File: config.mk
export PLATFORM = sky130hd
export DESIGN_NAME = sar_adc_control
export DESIGN_NICKNAME = d
export VERILOG_FILES = /design/src/sar_adc_pkg.sv /design/src/conv_clock_gen.sv /design/src/sar_step.sv /design/src/sar_adc_control.sv
export VERILOG_INCLUDE_DIRS = /design/src
export SDC_FILE = /design/constraint.sdc
export NUM_CORES = 1
export LEC_CHECK = 0
export ABC_AREA = 1
export BUFFER_PORTS_ARGS = -buffer_cell sky130_fd_sc_hd__clkbuf_2
export CORE_MARGIN = 2
export CORE_UTILIZATION = 58
export CTS_CLUSTER_SIZE = 10
export DETAILED_ROUTE_END_ITERATION = 7
export GPL_ROUTABILITY_DRIVEN = 0
export HOLD_SLACK_MARGIN = 0.08
export PLACE_DENSITY = 0.85
export SLEW_MARGIN = 20
export SYNTH_ARGS = -nofsm -noshare
export SYNTH_HDL_FRONTEND = slang
export SYNTH_HIERARCHICAL = 1
export SYNTH_SLANG_ARGS = --single-unit
File: constraint.sdc
create_clock -name mclk -period 3.9 [get_ports mclk]
set_input_delay 0.585 -clock mclk [delete_from_list [all_inputs] [get_ports mclk]]
set_output_delay 0.585 -clock mclk [all_outputs]
set_load 0.05 [all_outputs]
File: src/sar_adc_defines.svh
`ifndef SAR_ADC_DEFINES_SVH
`define SAR_ADC_DEFINES_SVH

// register byte addresses
`define REG_MODE 12'h000
`define REG_CHAN 12'h004
`define REG_ACFG 12'h008
`define REG_STAT 12'h00c
`define REG_DATA 12'h010
`define REG_SAR 12'h014

// mode register fields
`define MODE_EN 0
`define MODE_START 1
`define MODE_IE 2
`define MODE_GIE 3
`define MODE_EXTREF 4
`define MODE_REF_LO 5
`define MODE_REF_HI 6
`define MODE_CK_LO 8
`define MODE_CK_HI 9
`define MODE_SH_LO 10
`define MODE_SH_HI 11
`define MODE_RES_LO 12
`define MODE_RES_HI 13

// channel register fields
`define CHAN_LO 0
`define CHAN_HI 3
`define CHAN_GLOBAL 4

// analog config register: porta bits 4:0, portb bits 15:9 (pins 1..7)
`define ACFG_PA_LO 0
`define ACFG_PA_HI 4
`define ACFG_PB_LO 9
`define ACFG_PB_HI 15

// status register fields
`define STAT_EOC 0
`define STAT_BUSY 1

// channel codes
`define CH_PA_LAST 4'h4
`define CH_PB_LAST 4'hb
`define CH_QUARTER 4'hc

// clock divide select codes
`define CK_DIV16 2'h0
`define CK_DIV8 2'h1
`define CK_DIV1 2'h2
`define CK_DIV2 2'h3

// last divider count per select code
`define DIV16_LAST 4'hf
`define DIV8_LAST 4'h7
`define DIV2_LAST 4'h1
`define DIV1_LAST 4'h0

// resolution select codes
`define RES_8 2'h0
`define RES_10 2'h1

// bits converted per resolution, and the first trial code
`define BITS_8 4'h8
`define BITS_10 4'ha
`define BITS_12 4'hc
`define MSB_TRIAL 12'h800

// the fixed extra conversion clocks beyond sample and bits
`define CONV_OVERHEAD 5'h02

// bias settle time (firmware obligation), in us, and clock in MHz
`define BIAS_SETTLE_US 256
`define MCLK_MHZ 25
`define BIAS_SETTLE_CYC (`BIAS_SETTLE_US * `MCLK_MHZ)

`endif

File: src/sar_adc_pkg.sv
package sar_adc_pkg;

typedef enum logic [1:0] {
   ref_2v,
   ref_3v,
   ref_4v,
   ref_supply
} int_ref_t;

typedef struct packed {
   logic [1:0] resolution_field;
   logic [1:0] sample_width_field;
   logic [1:0] conv_clock_divider;
   logic [1:0] int_ref_level;
   logic ext_ref_select;
   logic conv_irq_enable;
   logic conv_enable;
} conv_cfg_t;

typedef struct packed {
   logic ref_external;
   int_ref_t ref_internal;
   logic [4:0] porta_sel;
   logic [7:0] portb_sel;
   logic quarter_sel;
} analog_route_t;

endpackage

File: src/conv_clock_gen.sv
`timescale 1ns/1ps
`include "sar_adc_defines.svh"

// one-cycle tick per converter clock period
module conv_clock_gen
(
   input wire logic mclk,
   input wire logic rst_b,
   input wire logic run,
   input wire logic [1:0] conv_clock_divider,
   output logic conv_clock_tick
);

logic [3:0] div_cnt_ff;
logic [3:0] nxt_div_cnt;
logic [3:0] div_last;

assign div_last = (conv_clock_divider == `CK_DIV16) ? `DIV16_LAST :
                  (conv_clock_divider == `CK_DIV8) ? `DIV8_LAST :
                  (conv_clock_divider == `CK_DIV2) ? `DIV2_LAST :
                  `DIV1_LAST;
assign conv_clock_tick = run && (div_cnt_ff >= div_last);
assign nxt_div_cnt = (!run || conv_clock_tick) ? 4'h0 : div_cnt_ff + 4'h1;

always_ff @(posedge mclk or negedge rst_b)
begin
   if (!rst_b)
      div_cnt_ff <= 4'h0;
   else
      div_cnt_ff <= nxt_div_cnt;
end

endmodule // conv_clock_gen

File: src/sar_step.sv
`timescale 1ns/1ps

// successive approximation register, one decision per step
module sar_step
#(
   parameter int WIDTH = 12
)
(
   input wire logic mclk,
   input wire logic rst_b,
   input wire logic load,
   input wire logic step,
   input wire logic [WIDTH-1:0] trial_bit,
   input wire logic comp_high,
   output logic [WIDTH-1:0] code
);

logic [WIDTH-1:0] code_ff;
logic [WIDTH-1:0] nxt_code;
genvar i;

// per bit: set the trial bit, clear it again if the comparator says too high
// load parks the msb so the first decision judges a real trial
generate
   for (i = 0; i < WIDTH; i++)
   begin : g_bit
      assign nxt_code[i] = load ? ((i == WIDTH - 1) ? 1'b1 : 1'b0) :
         (step && trial_bit[i]) ? !comp_high :
         (step && (i + 1 < WIDTH) && trial_bit[(i + 1) % WIDTH]) ? 1'b1 :
         code_ff[i];
   end
endgenerate

always_ff @(posedge mclk or negedge rst_b)
begin
   if (!rst_b)
      code_ff <= '0;
   else
      code_ff <= nxt_code;
end

assign code = code_ff;

endmodule // sar_step

File: src/sar_adc_control.sv
`timescale 1ns/1ps
`include "sar_adc_defines.svh"
// Operation
// - enable first, then start begins conversion
// - end flag low while converting, high after
// - interrupt on end flag rising, both enables
// - external or internal high reference select
// - no source without global channel select
// - channel code picks pin, quarter supply, none
// - analog config bit makes pin analog only
// - each bit decision on converter clock
// - converter clock divides cpu clock by select
// - sample width 1, 2, 4, 8 converter clocks
// - resolution 8, 10 or 12 bits
// - conversion takes sample plus bits plus two
// - full resolution gives twelve-bit result
module sar_adc_control
(
   input wire logic mclk,
   input wire logic rst_b,
   input wire logic psel,
   input wire logic penable,
   input wire logic pwrite,
   input wire logic [11:0] paddr,
   input wire logic [31:0] pwdata,
   output logic [31:0] prdata,
   output logic pready,
   output logic pslverr,
   input wire logic comp_out,
   output logic sample_pulse,
   output logic sar_enable,
   output logic [11:0] dac_code,
   output sar_adc_pkg::analog_route_t route,
   output logic [4:0] porta_analog_cfg,
   output logic [6:0] portb_analog_cfg,
   output logic conv_irq
);

typedef enum logic [1:0] {
   st_idle,
   st_sample,
   st_convert,
   st_tail
} conv_state_t;

conv_state_t state_ff;
conv_state_t nxt_state;
sar_adc_pkg::conv_cfg_t cfg_ff;
logic [4:0] chan_ff;
logic [11:0] acfg_ff;
logic eoc_ff;
logic eoc_d_ff;
logic [11:0] result_ff;
logic [3:0] cnt_ff;
logic [3:0] nxt_cnt;
logic [11:0] trial_ff;
logic [11:0] nxt_trial;
logic gie_ff;
logic prdy_ff;
logic [31:0] rdata_ff;
logic sample_ff;
logic irq_ff;
sar_adc_pkg::analog_route_t route_ff;
logic [4:0] pa_cfg_ff;
logic [6:0] pb_cfg_ff;

wire bus_req = psel && !penable;
// writes land at the access edge, where the master sees pready
wire wr_req = psel && penable && prdy_ff && pwrite;
wire hit_mode = paddr == `REG_MODE;
wire hit_chan = paddr == `REG_CHAN;
wire hit_acfg = paddr == `REG_ACFG;
wire hit_stat = paddr == `REG_STAT;
wire hit_data = paddr == `REG_DATA;
wire hit_any = hit_mode || hit_chan || hit_acfg || hit_stat || hit_data;
wire start_req = wr_req && hit_mode && pwdata[`MODE_START];
wire busy = state_ff != st_idle;
wire tick;
wire [11:0] sar_code;

wire start_ok = start_req && cfg_ff.conv_enable && !busy;

wire [3:0] res_bits = (cfg_ff.resolution_field == `RES_8) ? `BITS_8 :
                      (cfg_ff.resolution_field == `RES_10) ? `BITS_10 :
                      `BITS_12;
wire [3:0] sample_last =
   (4'h1 << cfg_ff.sample_width_field) - 4'h1;
wire [11:0] msb_trial = `MSB_TRIAL;
wire lsb_reached = trial_ff[`BITS_12 - res_bits];
// the last step also raises the trial below the lsb, so mask it off
wire [11:0] res_mask = 12'hfff << (`BITS_12 - res_bits);

conv_clock_gen u_clk
(
   .mclk(mclk),
   .rst_b(rst_b),
   .run(busy),
   .conv_clock_divider(cfg_ff.conv_clock_divider),
   .conv_clock_tick(tick)
);

// the comparator judges our own registered dac_code, so its answer
// settles within the clock and needs no synchroniser
sar_step #(.WIDTH(12)) u_sar
(
   .mclk(mclk),
   .rst_b(rst_b),
   .load(start_ok),
   .step(tick && (state_ff == st_convert)),
   .trial_bit(trial_ff),
   .comp_high(comp_out),
   .code(sar_code)
);

// sample clocks, then one per bit, then two tail clocks
always_comb
begin
   nxt_state = state_ff;
   nxt_cnt = cnt_ff;
   nxt_trial = trial_ff;
   case (state_ff)
      st_idle:
         if (start_ok)
         begin
            nxt_state = st_sample;
            nxt_cnt = 4'h0;
            nxt_trial = msb_trial;
         end
      st_sample:
         if (tick)
         begin
            nxt_cnt = cnt_ff + 4'h1;
            if (cnt_ff == sample_last)
               nxt_state = st_convert;
         end
      st_convert:
         if (tick)
         begin
            nxt_trial = trial_ff >> 1;
            nxt_cnt = 4'h0;
            if (lsb_reached)
               nxt_state = st_tail;
         end
      default:
         if (tick)
         begin
            nxt_cnt = cnt_ff + 4'h1;
            if (cnt_ff == `CONV_OVERHEAD - 5'h01)
               nxt_state = st_idle;
         end
   endcase
end

wire [3:0] ch = chan_ff[`CHAN_HI:`CHAN_LO];
wire gsel = chan_ff[`CHAN_GLOBAL];
wire [4:0] pa_dec = (gsel && ch <= `CH_PA_LAST) ? 5'h01 << ch : 5'h00;
wire [3:0] pb_idx = ch - 4'h4;
wire pb_hit = gsel && ch > `CH_PA_LAST && ch <= `CH_PB_LAST;
wire [7:0] pb_dec = pb_hit ? 8'h01 << pb_idx : 8'h00;

always_ff @(posedge mclk or negedge rst_b)
begin
   if (!rst_b)
   begin
      state_ff <= st_idle;
      cnt_ff <= 4'h0;
      trial_ff <= 12'h000;
   end
   else
   begin
      state_ff <= nxt_state;
      cnt_ff <= nxt_cnt;
      trial_ff <= nxt_trial;
   end
end

// register writes; start is self-clearing and never stored
always_ff @(posedge mclk or negedge rst_b)
begin
   if (!rst_b)
   begin
      cfg_ff <= '0;
      gie_ff <= 1'b0;
      chan_ff <= 5'h00;
      acfg_ff <= 12'h000;
   end
   else if (wr_req && hit_mode)
   begin
      cfg_ff.conv_enable <= pwdata[`MODE_EN];
      cfg_ff.conv_irq_enable <= pwdata[`MODE_IE];
      gie_ff <= pwdata[`MODE_GIE];
      cfg_ff.ext_ref_select <= pwdata[`MODE_EXTREF];
      cfg_ff.int_ref_level <= pwdata[`MODE_REF_HI:`MODE_REF_LO];
      cfg_ff.conv_clock_divider <= pwdata[`MODE_CK_HI:`MODE_CK_LO];
      cfg_ff.sample_width_field <= pwdata[`MODE_SH_HI:`MODE_SH_LO];
      cfg_ff.resolution_field <= pwdata[`MODE_RES_HI:`MODE_RES_LO];
   end
   else if (wr_req && hit_chan)
      chan_ff <= pwdata[`CHAN_GLOBAL:`CHAN_LO];
   else if (wr_req && hit_acfg)
      acfg_ff <= {pwdata[`ACFG_PB_HI:`ACFG_PB_LO],
                  pwdata[`ACFG_PA_HI:`ACFG_PA_LO]};
end

// flag drops at start, rises on completion
always_ff @(posedge mclk or negedge rst_b)
begin
   if (!rst_b)
   begin
      eoc_ff <= 1'b0;
      eoc_d_ff <= 1'b0;
      result_ff <= 12'h000;
   end
   else
   begin
      eoc_d_ff <= eoc_ff;
      if (busy && nxt_state == st_idle)
      begin
         eoc_ff <= 1'b1;
         result_ff <= sar_code & res_mask;
      end
      else if (start_ok)
         eoc_ff <= 1'b0;
   end
end

wire [31:0] mode_word = {18'h00000, cfg_ff.resolution_field,
   cfg_ff.sample_width_field, cfg_ff.conv_clock_divider, 1'b0,
   cfg_ff.int_ref_level, cfg_ff.ext_ref_select, gie_ff,
   cfg_ff.conv_irq_enable, 1'b0, cfg_ff.conv_enable};
wire [31:0] rd_mux =
   hit_mode ? mode_word :
   hit_chan ? {27'h0000000, chan_ff} :
   hit_acfg ? {16'h0000, acfg_ff[11:5], 4'h0, acfg_ff[4:0]} :
   hit_stat ? {30'h00000000, busy, eoc_ff} :
   hit_data ? {20'h00000, result_ff} : 32'h00000000;

// zero-wait-state slave, outputs all registered
always_ff @(posedge mclk or negedge rst_b)
begin
   if (!rst_b)
   begin
      prdy_ff <= 1'b0;
      rdata_ff <= 32'h00000000;
      pslverr <= 1'b0;
      sample_ff <= 1'b0;
      irq_ff <= 1'b0;
      route_ff <= '0;
      pa_cfg_ff <= 5'h00;
      pb_cfg_ff <= 7'h00;
   end
   else
   begin
      prdy_ff <= bus_req;
      pslverr <= bus_req && !hit_any;
      if (bus_req)
         rdata_ff <= rd_mux;
      sample_ff <= nxt_state == st_sample;
      irq_ff <= cfg_ff.conv_irq_enable && gie_ff
                && eoc_ff && !eoc_d_ff;
      route_ff.ref_external <= cfg_ff.ext_ref_select;
      route_ff.ref_internal <=
         sar_adc_pkg::int_ref_t'(cfg_ff.int_ref_level);
      route_ff.porta_sel <= pa_dec;
      route_ff.portb_sel <= pb_dec;
      route_ff.quarter_sel <= gsel && ch == `CH_QUARTER;
      pa_cfg_ff <= acfg_ff[4:0];
      pb_cfg_ff <= acfg_ff[11:5];
   end
end

assign prdata = rdata_ff;
assign pready = prdy_ff;
assign sample_pulse = sample_ff;
assign sar_enable = cfg_ff.conv_enable;
assign dac_code = sar_code;
assign route = route_ff;
assign porta_analog_cfg = pa_cfg_ff;
assign portb_analog_cfg = pb_cfg_ff;
assign conv_irq = irq_ff;

// a refused start must not send a running conversion back to sampling
a_busy_no_restart: assert property (@(posedge mclk)
   disable iff (!rst_b)
   busy && start_req |=> (busy || eoc_ff)
   && (state_ff != st_sample || $past(state_ff) == st_sample))
   else $error("start accepted while busy");
a_eoc_low_busy: assert property (@(posedge mclk)
   disable iff (!rst_b)
   busy |-> !eoc_ff) else $error("end flag high while busy");
a_irq_on_rise: assert property (@(posedge mclk)
   disable iff (!rst_b)
   $rose(eoc_ff) && cfg_ff.conv_irq_enable && gie_ff |=> conv_irq)
   else $error("missing interrupt");
a_start_needs_en: assert property (@(posedge mclk)
   disable iff (!rst_b)
   $rose(busy) |-> $past(cfg_ff.conv_enable))
   else $error("conversion without enable");
a_no_route_nogs: assert property (@(posedge mclk)
   disable iff (!rst_b)
   !gsel ##1 !gsel |-> route.porta_sel == 5'h00
   && route.portb_sel == 8'h00 && !route.quarter_sel)
   else $error("source routed without global select");
a_sample_width: assert property (@(posedge mclk)
   disable iff (!rst_b)
   $rose(sample_pulse) && cfg_ff.conv_clock_divider == `CK_DIV1
   && cfg_ff.sample_width_field == 2'h0 |=> !sample_pulse)
   else $error("sample pulse width wrong");
a_conv_bounded: assert property (@(posedge mclk)
   disable iff (!rst_b)
   $rose(busy) |-> ##[1:400] !busy) else $error("conversion hung");
a_analog_cfg: assert property (@(posedge mclk)
   disable iff (!rst_b)
   1'b1 |=> porta_analog_cfg == $past(acfg_ff[4:0])
   && portb_analog_cfg == $past(acfg_ff[11:5]))
   else $error("analog config not applied");
c_conv_done: cover property (@(posedge mclk) $rose(eoc_ff));
c_irq: cover property (@(posedge mclk) conv_irq);
c_busy_start: cover property (@(posedge mclk) busy && start_req);

endmodule // sar_adc_control

# After elaboration in Yosys (flattened, before gate mapping)
# Cells that the tools add are included.
# Widths: inputs -> output; s select.
# classes
n_bitwise	3
shift	4
multipliers	0
n_reduce_logical	68
eq_ne	15
mux	67
magnitude_cmp	5
addsub	5
div_mod_pow	0
# op_table
operator	count
$mux 12	4
$mux 16	3
$mux 1	39
$logic_and 1x1->1	33
$reduce_bool 3->1	11
$eq 12x4->1 const B	2
$mux 4	6
$pmux 12 s2	1
$mux 2	7
$and 12x12->12	1
$eq 12x3->1 const B	1
$eq 12x5->1 const B	1
$logic_not 12->1	1
$shl 12x4->12 const A	1
$reduce_bool 2->1	5
$reduce_and 3->1	3
$add 4x1->4 const B	2
$eq 2x1->1 const B	4
$logic_not 2->1	4
$mux 8	1
$pmux 4 s2	1
$shl 1x4->8 const A	1
$mux 3	2
$pmux 2 s3	1
22 further kinds	32
# totals
in_bits	50
output_inout_bits	78
ff_bits	142
latch_bits	0
wordCells	208
n_memories	0
mem_bits_rw	0
rom_bits	0

# Logic depth before layout (Yosys ltp)
# Gate-level depths: netlist of run 1.
# depth
depth_word	12
mapped_depth	22
mapped_depth_nobuf	21

# By module
# The synthesis of run 1 kept the hierarchy.
# modules_own_cells
module	n_inst	seq_area_each_um2	area_per_inst_um2	cells_per_inst
sar_adc_control	1	2752.6	4783.3	535
sar_step	1	300.3	693.2	108
conv_clock_gen	1	100.1	299.0	37

# Least setup slack after synthesis of run 1
# Ideal clock, no wire load.
# synth_path
kind	register to register
from	reg, netlist name cfg_ff[6]
to	reg result_ff[5]
setup_slack_ps	1515
stages_incl_launch_ff	19
n_path_buf	1
arrival_time_ps	2266
required_ps	3781
cell_sequence	dfrtp_1 or2_2 ha_1 nand2_1 inv_2 nand2_1 nand3_1 nand2_1 inv_1 inv_2 nor2_1 nand3_1 o21ai_1 nand2_1 nor2_2 nand3_2 buf_6 nand2_1 nand2_1
# synth_between
elab_chain_cells	10
word_cells_on_any_way	14
# synth_lines
element	line	source
$eq 2x2->1 (no line)	n/a	
$mux 1 (no line)	n/a	
$mux 4 (no line)	n/a	
$mux 4 (no line) (*)	n/a	
$ge 4x4->1 (*)	conv_clock_gen.sv:22	assign conv_clock_tick = run && (div_cnt_ff >= div_last);
$logic_and 1x1->1 (*)	conv_clock_gen.sv:22	
via tick	sar_adc_control.sv:78	wire tick;
$mux 2, on equally long branches	sar_adc_control.sv:145, sar_adc_control.sv:130, sar_adc_control.sv:137	
$pmux 2 s3 (*)	sar_adc_control.sv:121	case (state_ff)
via nxt_state[1]	sar_adc_control.sv:47	conv_state_t nxt_state;
$logic_not 2->1 (*)	sar_adc_control.sv:217	if (busy && nxt_state == st_idle)
$logic_and 1x1->1 (*)	sar_adc_control.sv:217	
to (signal assigned)	sar_adc_control.sv:220	result_ff <= sar_code & res_mask;
to (decl)	sar_adc_control.sv:53	logic [11:0] result_ff;
# The timed path passes the listed nets; every way through them passes the cells marked *.
# A chain may end at the register's enable or synchronous reset.

# Worst setup path after layout of run 1
# layout_path
from	reg, netlist name cfg_ff[6]
to	reg result_ff[2]
# layout_between
elab_chain_cells	10
word_cells_on_any_way	14
# layout_lines
element	line
$eq 2x2->1 (no line)	n/a
$mux 1 (no line)	n/a
$mux 4 (no line)	n/a
$mux 4 (no line) (*)	n/a
$ge 4x4->1 (*)	conv_clock_gen.sv:22
$logic_and 1x1->1 (*)	conv_clock_gen.sv:22
via tick	sar_adc_control.sv:78
$mux 2, on equally long branches	sar_adc_control.sv:145, sar_adc_control.sv:130, sar_adc_control.sv:137
$pmux 2 s3 (*)	sar_adc_control.sv:121
$logic_not 2->1 (*)	sar_adc_control.sv:217
$logic_and 1x1->1 (*)	sar_adc_control.sv:217
# Marks and branches as above.

==> run summary, run 1 <==
Initial antenna violation count -> 0
Clock sink total -> 126
Final Cell Area -> 6835 µm²
Cts hold-fix bufs -> 0
Largest net degree at the start of global routing -> 69
LEAKAGE -> 3.854 nW
First-pass GRT wire length -> 23340 µm
ANT cells -> 0
RSZ-0062 raised after global routing -> false
MaxCap Viol Count -> 0
Peak supply drop -> 0.3611 mV
Die area -> 10770 µm²
Final Max Slew Viols -> 0
Wirelength per Cell -> 15.05 µm
Clock Tree Buf Depth -> 2
Vias in the first global route -> 4942
Router iterations before antenna repair -> 7
CP endpoint kind -> flop
Mapped cell area -> 5776 µm²
Clk_lat worst skew -> 530 ps
Area Growth Syn to Fin -> 18.35%
Max Clock Skew -> 7.559 ps
Crit path launch type -> flop
Root buffer cell -> clkbuf_8
CTS tree -> built
Core ar. -> 9729 µm²
DR vias/cell -> 5.389
Worst Setup SP -> cfg_ff[6]
Avg Cell Area, Syn -> 8.493 µm²
Die height -> 103.8 µm
Worst Tran Pin Value -> 864.1 ps
Relative slew slack -> 42.39%
Placed cell areas -> 6264 µm²
Unique masters post-synth -> 36
Fillers -> 713
DRC -> 0
WL met2 -> 6927 µm
Worst Path Required -> 4310 ps
Final antenna-violating net count -> 0
Buffers inserted by post-CTS timing repair -> 0
Met3 wire len -> 1120 µm
Power per cell area -> 562.8 nW/µm²
Vias -> 4974
Outcome -> finished, final reports clean
Top FF cell, synth -> dfrtp_1
Die Wd -> 103.8 µm
Post-Route WL -> 13890 µm
Sequential area share after synthesis -> 54.59%
YS warnings -> 6
Synth async-reset ratio -> 100.0%
Site row count -> 36
Port bufs -> 94
Initial Utilization -> 59.36%
# resized after CTS -> 0
Initial DRC count -> 416
Final period util -> 74.88%
Worst EP arrival -> 3330 ps
#FFs+latches synth -> 126
CP Class -> flop to flop
Fin crit period -> 2920 ps
Area of the multi-input gates -> 2130 µm²
Wire length on met1 -> 5428 µm
FF/Latch Area -> 3153 µm²
I/O pin total -> 128
Area contributors post-synth -> dfrtp_1, nand2_1, nand3_1
Gr ovfl total -> 0
Reg2reg start -> cfg_ff[6]
Setup TNS -> 0 ps
Worst-path maximum fanout -> 15
DP HPWL -> 9344 µm
Layout Nets -> 836
Post-synth EDFFs -> 0
Layout cell share with drive strength beyond 1 -> 20.63%
H-tree lvl count -> 4
CTS buffer count -> 17
Max Clk Rate -> 0.3424 GHz
Final Hold Viols -> 0
Synth top area share -> 54.59%
Type of the tightest min-delay check -> input pin to async pin
Mapped Cells -> 680
Top layer used by detailed routing -> met4
GRT Util Overall -> 27.28%
Largest area contributor in the netlist -> dfrtp_1
Clock Pin Slew Worst Setup and Hold Paths -> 60 ps
# setup viols final -> 0
[metal layers]
metal | vias up | GRT usage, %
met4 | 0 | 11.58
met5 | - | 0
met2 | 266 | 45.13
met1 | 2355 | 34.27
li1 | 2311 | -
met3 | 42 | 7.048
[layout by cell type (no fill, tap or decap), drive strengths merged, types with 2 or more instances in the layout]
master,instances
ha,9
clkinvlp,4
buf,8
bufinv,2
nand3,55
a21oi,6
clkbuf,112
o211ai,3
mux2,2
o21ai,32
inv,79
conb,16
nor2,76
nand2,214
nand4,23
clkinv,5
nor3,8
dfrtp,126
nand3b,4
[synthesized netlist by cell type, types with 2 or more instances]
library cell  instances
buf_6                 6
mux2_2                2
nor2_2                5
a21oi_1               5
clkbuf_1              8
buf_4                17
nor3_1                8
o211ai_1              3
nor2_4                3
buf_2                 6
inv_2                 8
nand2_2               5
nand3_1              53
nand3b_1              4
ha_1                  9
inv_1                69
nand3_2               2
nand4_1              21
nand2_1             208
nor2_1               68
dfrtp_1             126
o21ai_0              30
[worst max-delay path, cell delays in order, from the launching register on]
cell and delay [ps]:
dfrtp_1 440, or2_2 320, ha_1 300, nand2_1 70, inv_2 60, nand2_1 70, nand3_1 70, nand2_1 50
inv_1 60, inv_2 60, nor2_1 130, nand2_1 80, nor2_1 120, nand3_1 90, nand2_1 70, nand3_1 80
nand2_2 220, nand3_2 270, nand2_1 170, nand2_1 70
[power by group]
part / switching, mW / internal, mW
Clock: 0.590 / 0.927
Sequential: 0.116 / 1.44
Combinational: 0.564 / 0.210
[state kept, by name, indices dropped and copies added (netlist names), 2 cells and up]
register and cells:
cfg_ff 10, prdata 16, cnt_ff 4, acfg_ff 12, chan_ff 5, u_clk/div_cnt_ff 4, state_ff 2, result_ff 12
trial_ff 12, route 17, u_sar/code 12, porta_analog_cfg 5, portb_analog_cfg 7
[final timing paths]
path	slack, ps	cells past startpoint	end
max reg2reg	980	19	result_ff[2]
min reg2reg	380	0	route[15]
max in group asynchronous	2750	2	chan_ff[4]
min in group mclk	310	3	cfg_ff[4]
max	980	19	result_ff[2]
min	140	1	route[11]
[cell type report]
type	instances	area share (%)
flip-flops and latches	126	46.13
multi-input cells	454	31.15
repair buffers	101	7.688
clock buffers	19	6.315
inverters	77	4.228
well taps	133	2.435
clock inverters	13	2.050
[kinds of logic (layout without fill, tap and decap cells)]
kind of cell | Yosys count | in the layout | synth area share, %
compound gates | 43 | 43 | 4.159
xor+xnor | 2 | 2 | 0.3033
fa+ha+maj | 9 | 9 | 1.950
buf+inv | 115 | 210 | 9.510
flops | 126 | 126 | 54.59
mux | 2 | 2 | 0.3899
other cells | 1 | 16 | 0.06493
simple gates | 382 | 382 | 29.03
[through the flow]
stage                     worst slack [ps]  total power [mW]  hold slack (ps)  instances  util, %
after floorplan                       1515             2.173            289.4        695        -
after detailed placement              1041             2.337            370.2        891    64.38
final                                979.7             3.847            140.8        923    70.25
after global placement                1131             2.297            358.5        891    64.38
after global routing                 675.3             4.034            219.6        923    70.25
after CTS                            994.5             3.848            181.5        923    70.25
(Power assumes the default switching activity.)
==> run 2: changes to the inputs <==
CORE_UTILIZATION = 54   (was 58)
PLACE_DENSITY = 0.8   (was 0.85)
clock period = 2.9 ns   (was 3.9 ns; I/O delays follow)
==> run 2 against run 1 <==
Effect of this change: cell count rose by 1.1%; first-iteration DRC count down 23%; global-route usage shrank 2.4 points; clock power rose by 37%; critical endpoint is now eoc_ff; largest cell class unchanged; highest routed layer unchanged.
==> run summary, run 2 (synthesis gave the netlist of run 1 again) <==
H-tree lvl count -> 4 (unchanged)
Clock Tree Buf Depth -> 2 (unchanged)
Initial antenna violation count -> 0 (unchanged)
Vias in the first global route -> 4707 (-4.8%)
Site row count -> 37 (+2.8%)
Die height -> 107.4 µm (+3.5%)
Placed cell areas -> 6297 µm² (+0.54%)
Peak supply drop -> 0.4150 mV (+15%)
Slowest-stage cell, CP -> dfrtp_2
Clk_lat worst skew -> 530 ps (about the same)
Wirelength per Cell -> 14.94 µm (-0.77%)
Gr ovfl total -> 0 (unchanged)
Worst Setup SP -> cfg_ff[6]
Initial Utilization -> 55.69% (-3.7 points)
NetSw -> 1.796 mW (+41%)
Layout cell share with drive strength beyond 1 -> 21.71% (+1.1 points)
MaxCap Viol Count -> 0 (unchanged)
Largest register FFs -> 17 (unchanged)
Clock Power Share -> 39.0% (-0.4 points)
Post-Route WL -> 13940 µm (+0.30%)
Non-Filler Instances -> 933 (+1.1%)
Hold Crit Start -> pwdata[15]
Commonest non-fill, non-tap cell in the layout -> nand2_1
Hold_ws -> 153.1 ps (+12.20 ps)
Crit path launch type -> flop
Most frequent cells in the layout -> nand2_1, dfrtp_1, clkbuf_2
Max incr delay on CP -> 440 ps (about the same)
CP endpoint kind -> flop
Relative slew slack -> 50.35% (+8.0 points)
Layout Nets -> 843 (+0.84%)
Fin util -> 66.88% (-3.4 points)
First-pass GRT wire length -> 22220 µm (-4.8%)
Final Max Slew Viols -> 0 (unchanged)
Core ar. -> 10370 µm² (+6.6%)
Outcome -> finished, final reports clean
Reg2reg start -> cfg_ff[6]
Worst-path cell chain -> or2_2 > ha_1 > nand2_1 > inv_2 > nand2_1 > nand3_1 > nand2_1 > inv_1 > inv_2 > nor2_2 > nand3_1 > o21ai_1 > nand2_1 > nor2_4 > nand3_2 > buf_4 > nand2_1
Worst EP arrival -> 3190 ps (-140 ps)
Most frequent CP cell -> nand2_1
Sw frac -> 33.66% (+0.67 points)
Final antenna-violating net count -> 0 (unchanged)
Type of the tightest min-delay check -> input pin to flop
Worst Tran Pin Value -> 742.9 ps (-121.2 ps)
# setup viols final -> 0 (unchanged)
Clock Pin Slew Worst Setup and Hold Paths -> 60 ps (about the same)
DR vias/cell -> 5.256 (-2.5%)
Total placed cells including tap cells -> 898 (+0.79%)
Comb pwr share -> 21.7% (+1.6 points)
Port bufs -> 94 (unchanged)
Clock sink total -> 126 (unchanged)
Final Hold Viols -> 0 (unchanged)
I/O pin total -> 128 (unchanged)
CTS buffer count -> 17 (unchanged)
Final period util -> 94.05% (+19 points)
Router iterations before antenna repair -> 7 (unchanged)
Die Wd -> 107.4 µm (+3.5%)
LEAKAGE -> 3.888 nW (+0.91%)
CTS tree -> built
Initial DRC count -> 320 (-23%)
Largest net degree at the start of global routing -> 42 (-39%)
DP HPWL -> 9449 µm (+1.1%)
Power per cell area -> 769.2 nW/µm² (+37%)
Max Clock Skew -> 7.354 ps (-0.2054 ps)
ANT cells -> 0 (unchanged)
Final Cell Area -> 6935 µm² (+1.5%)
Worst Path Required -> 3370 ps (-940 ps)
Vias -> 4904 (-1.4%)
Die area -> 11540 µm² (+7.1%)
Int Pwr -> 3.539 mW (+37%)
Area Growth Syn to Fin -> 20.08%
Root buffer cell -> clkbuf_8
Max Clk Rate -> 0.3666 GHz (+7.1%)
Worst-path maximum fanout -> 6 (-9)
GRT Util Overall -> 24.84% (-2.4 points)
DRC -> 0 (unchanged)
CP Class -> flop to flop
Seq pwr share -> 39.3% (-1.2 points)
Fin crit period -> 2727 ps (-192.9 ps)
## run 2: cell types whose count changed in the layout (fill, tap and decap cells not counted), sizes merged
cell         change
clkbuf           -1
clkinv           -2
inv              +3
dlygate4sd3      +1
nand3            +1
buf              +5
## run 2: path summary, 6_finish.rpt
| path | end | slack (ps) | cells after the start |
|---|---|---|---|
| max | eoc_ff | 170 | 17 |
| min | acfg_ff[11] | 150 | 2 |
| max reg2reg | eoc_ff | 170 | 17 |
| min reg2reg | route[14] | 380 | 0 |
| max in group asynchronous | u_sar/code[10] | 1680 | 3 |
| min in group asynchronous | route[6] | 440 | 2 |
## run 2: timing repair
action                     4_1_cts  5_1_grt
buffers inserted                 0        1
gates resized for setup          0        7
hold endpoints to repair        37        0
hold buffers                     1        0
setup endpoints to repair        0       13
## run 2: metal layers
metal / track usage, % / up-vias / share of wire [%]
li1: - / 2327 / -
met4: 8.150 / 0 / 1.9
met1: 30.19 / 2319 / 40
met2: 42.77 / 229 / 50
met5: 0 / - / 0
met3: 7.022 / 29 / 7.8
## run 2: critical path, delay by kind of cell, from the launching register on
kind	cells	cell delay, ps
AO/OA/AOI/OAI	1	150
flip-flops	1	440
AND/OR/NAND/NOR	11	1390
buffers and inverters	4	380
adder cells (fa/ha/maj)	1	310
## run 2: metrics by stage
stage	power (mW)	TNS (ps)	worst slack [ps]
2_1_floorplan	2.922	0	514.9
3_3_place_gp	3.120	0	328.8
3_5_place_dp	3.170	0	172.0
4_1_cts	5.238	0	111.2
5_1_grt	5.581	-6.597	-6.597
6_report	5.334	0	172.6
## run 2: power groups by stage
| stage | combinational (mW) | sequential (mW) | clock (mW) |
|---|---|---|---|
| 5_1_grt | 1.29 | 2.12 | 2.17 |
| 3_3_place_gp | 1.01 | 2.11 | 0 |
| 4_1_cts | 1.07 | 2.09 | 2.08 |
| 2_1_floorplan | 0.721 | 2.20 | 0 |
| 6_report | 1.16 | 2.10 | 2.08 |
| 3_5_place_dp | 1.05 | 2.12 | 0 |
## run 2: area by class of cell
cell class / count / area (µm²)
Clock buffer: 18 / 427.9
Clock inverter: 14 / 156.4
Fill cell: 781 / 3435
Inverter: 77 / 289.0
Multi-Input combinational cell: 455 / 2157
Sequential cell: 126 / 3154
Tap cell: 136 / 170.2
Timing Repair Buffer: 107 / 580.6
==> run 3: changes to the inputs <==
RECOVER_POWER = 50   (was unset)
==> run 3 against run 2 <==
Effect of this change: maximum frequency about the same; design area is 0.16% lower; sequential cell count unchanged; critical path depth unchanged; die area unchanged; clock skew barely moved; cell count did not move; via count up 0.98%; total power rose by 0.18%; first-iteration DRC count is 3.8% higher; the flow now finishes with violations (max-capacitance violations, max-slew violations); core utilization is 0.11 points lower; count of clock-buffer cells in the layout unchanged.
==> run summary, run 3 (synthesis gave the netlist of run 1 again) <==
Largest register FFs -> 17 (unchanged)
Die Wd -> 107.4 µm (unchanged)
Core ar. -> 10370 µm² (unchanged)
Die height -> 107.4 µm (unchanged)
DP HPWL -> 9449 µm (unchanged)
Layout cell share with drive strength beyond 1 -> 21.33% (-0.38 points)
CP Class -> flop to flop
Final antenna-violating net count -> 0 (unchanged)
Vias -> 4952 (+0.98%)
Initial DRC count -> 332 (+3.8%)
Worst Path Required -> 3370 ps (about the same)
Most frequent CP cell -> nand2_1
Commonest non-fill, non-tap cell in the layout -> nand2_1
Dpl ws -> 172.0 ps (unchanged)
Gr ovfl total -> 0 (unchanged)
Worst Tran Pin Value -> 2149 ps (+1406 ps)
Worst-path maximum fanout -> 6 (unchanged)
Max incr delay on CP -> 440 ps (about the same)
CTS buffer count -> 17 (unchanged)
DR vias/cell -> 5.308 (+0.98%)
Layout Nets -> 843 (unchanged)
Initial antenna violation count -> 0 (unchanged)
Relative slew slack -> -43.24% (-94 points)
Wirelength per Cell -> 14.99 µm (+0.39%)
Area Growth Syn to Fin -> 19.89%
Clk_lat worst skew -> 530 ps (about the same)
Clock Pin Slew Worst Setup and Hold Paths -> 60 ps (about the same)
Vias in the first global route -> 4707 (unchanged)
MaxCap Viol Count -> 1 (+1)
# setup viols final -> 0 (unchanged)
Outcome -> finished, violations left
Most frequent cells in the layout -> nand2_1, dfrtp_1, clkbuf_2
GRT Util Overall -> 24.84% (unchanged)
Max Clock Skew -> 7.664 ps (+0.3104 ps)
First-pass GRT wire length -> 22220 µm (unchanged)
ANT cells -> 0 (unchanged)
DRC -> 0 (unchanged)
LEAKAGE -> 3.877 nW (-0.29%)
Placed cell areas -> 6297 µm² (unchanged)
Worst EP arrival -> 3200 ps (about the same)
Clock Tree Buf Depth -> 2 (unchanged)
Slowest-stage cell, CP -> dfrtp_2
Fillers -> 784 (+0.38%)
H-tree lvl count -> 4 (unchanged)
Die area -> 11540 µm² (unchanged)
Largest net degree at the start of global routing -> 42 (unchanged)
Port bufs -> 94 (unchanged)
Final Cell Area -> 6924 µm² (-0.16%)
Site row count -> 37 (unchanged)
Type of the tightest min-delay check -> input pin to flop
Clock sink total -> 126 (unchanged)
CP endpoint kind -> flop
Final Max Slew Viols -> 42 (+42)
Power per cell area -> 771.8 nW/µm² (+0.34%)
Fin crit period -> 2729 ps (+1.641 ps)
Crit path max-delay family -> simple AND/OR/NAND/NOR gates
CTS tree -> built
Peak supply drop -> 0.4196 mV (+1.1%)
Router iterations before antenna repair -> 5 (-2)
Final Hold Viols -> 0 (unchanged)
Worst setup margin -> 170.9 ps (-1.641 ps)
Initial Utilization -> 55.69% (unchanged)
Worst-path cell chain -> or2_2 > ha_1 > nand2_1 > inv_2 > nand2_1 > nand3_1 > nand2_1 > inv_1 > inv_2 > nor2_2 > nand3_1 > o21ai_1 > nand2_1 > nor2_4 > nand3_2 > buf_4 > nand2_1
Final period util -> 94.11% (about the same)
WP buf/inv -> 4 (unchanged)
Crit path launch type -> flop
Root buffer cell -> clkbuf_8
Post-Route WL -> 13990 µm (+0.39%)
Max Clk Rate -> 0.3664 GHz (about the same)
I/O pin total -> 128 (unchanged)
Violated checks -> max-capacitance violations, max-slew violations
## run 3: report_power, final
group / switching (mW) / internal (mW) / total (mW)
sequential: 0.159 / 1.94 / 2.10
clock: 0.832 / 1.26 / 2.09
combinational: 0.816 / 0.341 / 1.16
total: 1.81 / 3.54 / 5.34
## run 3: layout make-up
type	instances	area (µm²)	share of cell area [%]
inverters	77	289.0	4.174
clock inverters	14	156.4	2.259
repair buffers	107	569.3	8.222
multi-input cells	455	2157	31.15
flip-flops and latches	126	3154	45.55
clock buffers	18	427.9	6.180
well taps	136	170.2	2.458
## run 3: timing repair
item | 4_1_cts | 5_1_grt
hold buffers | 1 | 0
gates resized for setup | 0 | 7
buffers inserted | 0 | 1
setup endpoints to repair | 0 | 13
endpoints found under the hold margin | 37 | 0
## run 3: metal layers
layer	global-route usage, %	part of all wire, %	vias up
met5	0	0.10	-
met1	30.19	40	2343
li1	-	-	2329
met3	7.022	8.3	40
met2	42.77	50	238
met4	8.150	2.2	2
## run 3: path summary, 6_finish.rpt
check / startpoint / endpoint / slack (ps) / depth (start not counted)
min in group asynchronous: rst_b / route[9] / 1080 / 2
max in group asynchronous: rst_b / cfg_ff[10] / 420 / 3
worst max register to register: cfg_ff[6] / eoc_ff / 170 / 17
worst min-delay path: pwdata[15] / acfg_ff[11] / 140 / 2
worst max-delay path: cfg_ff[6] / eoc_ff / 170 / 17
worst min register to register: cfg_ff[3] / route[14] / 380 / 0
## run 3: through the flow
step	power, mW	TNS, ps	instances	hold WS (ps)	utilization (%)
5_1_grt	5.579	-6.597	933	159.9	66.77
3_5_place_dp	3.170	0	898	366.6	60.73
3_3_place_gp	3.120	0	898	358.8	60.73
4_1_cts	5.238	0	931	144.2	66.46
2_1_floorplan	2.922	0	695	139.4	-
6_report	5.344	0	933	145.0	66.77
## run 3: worst register-to-register path, cell delays in order, from the launching register on
cell and delay [ps]:
dfrtp_2 440, or2_2 310, ha_1 310, nand2_1 70
inv_2 60, nand2_1 80, nand3_1 80, nand2_1 50
inv_1 70, inv_2 70, nor2_2 110, nand3_1 120
o21ai_1 150, nand2_1 140, nor2_4 220, nand3_2 170
buf_4 180, nand2_1 50
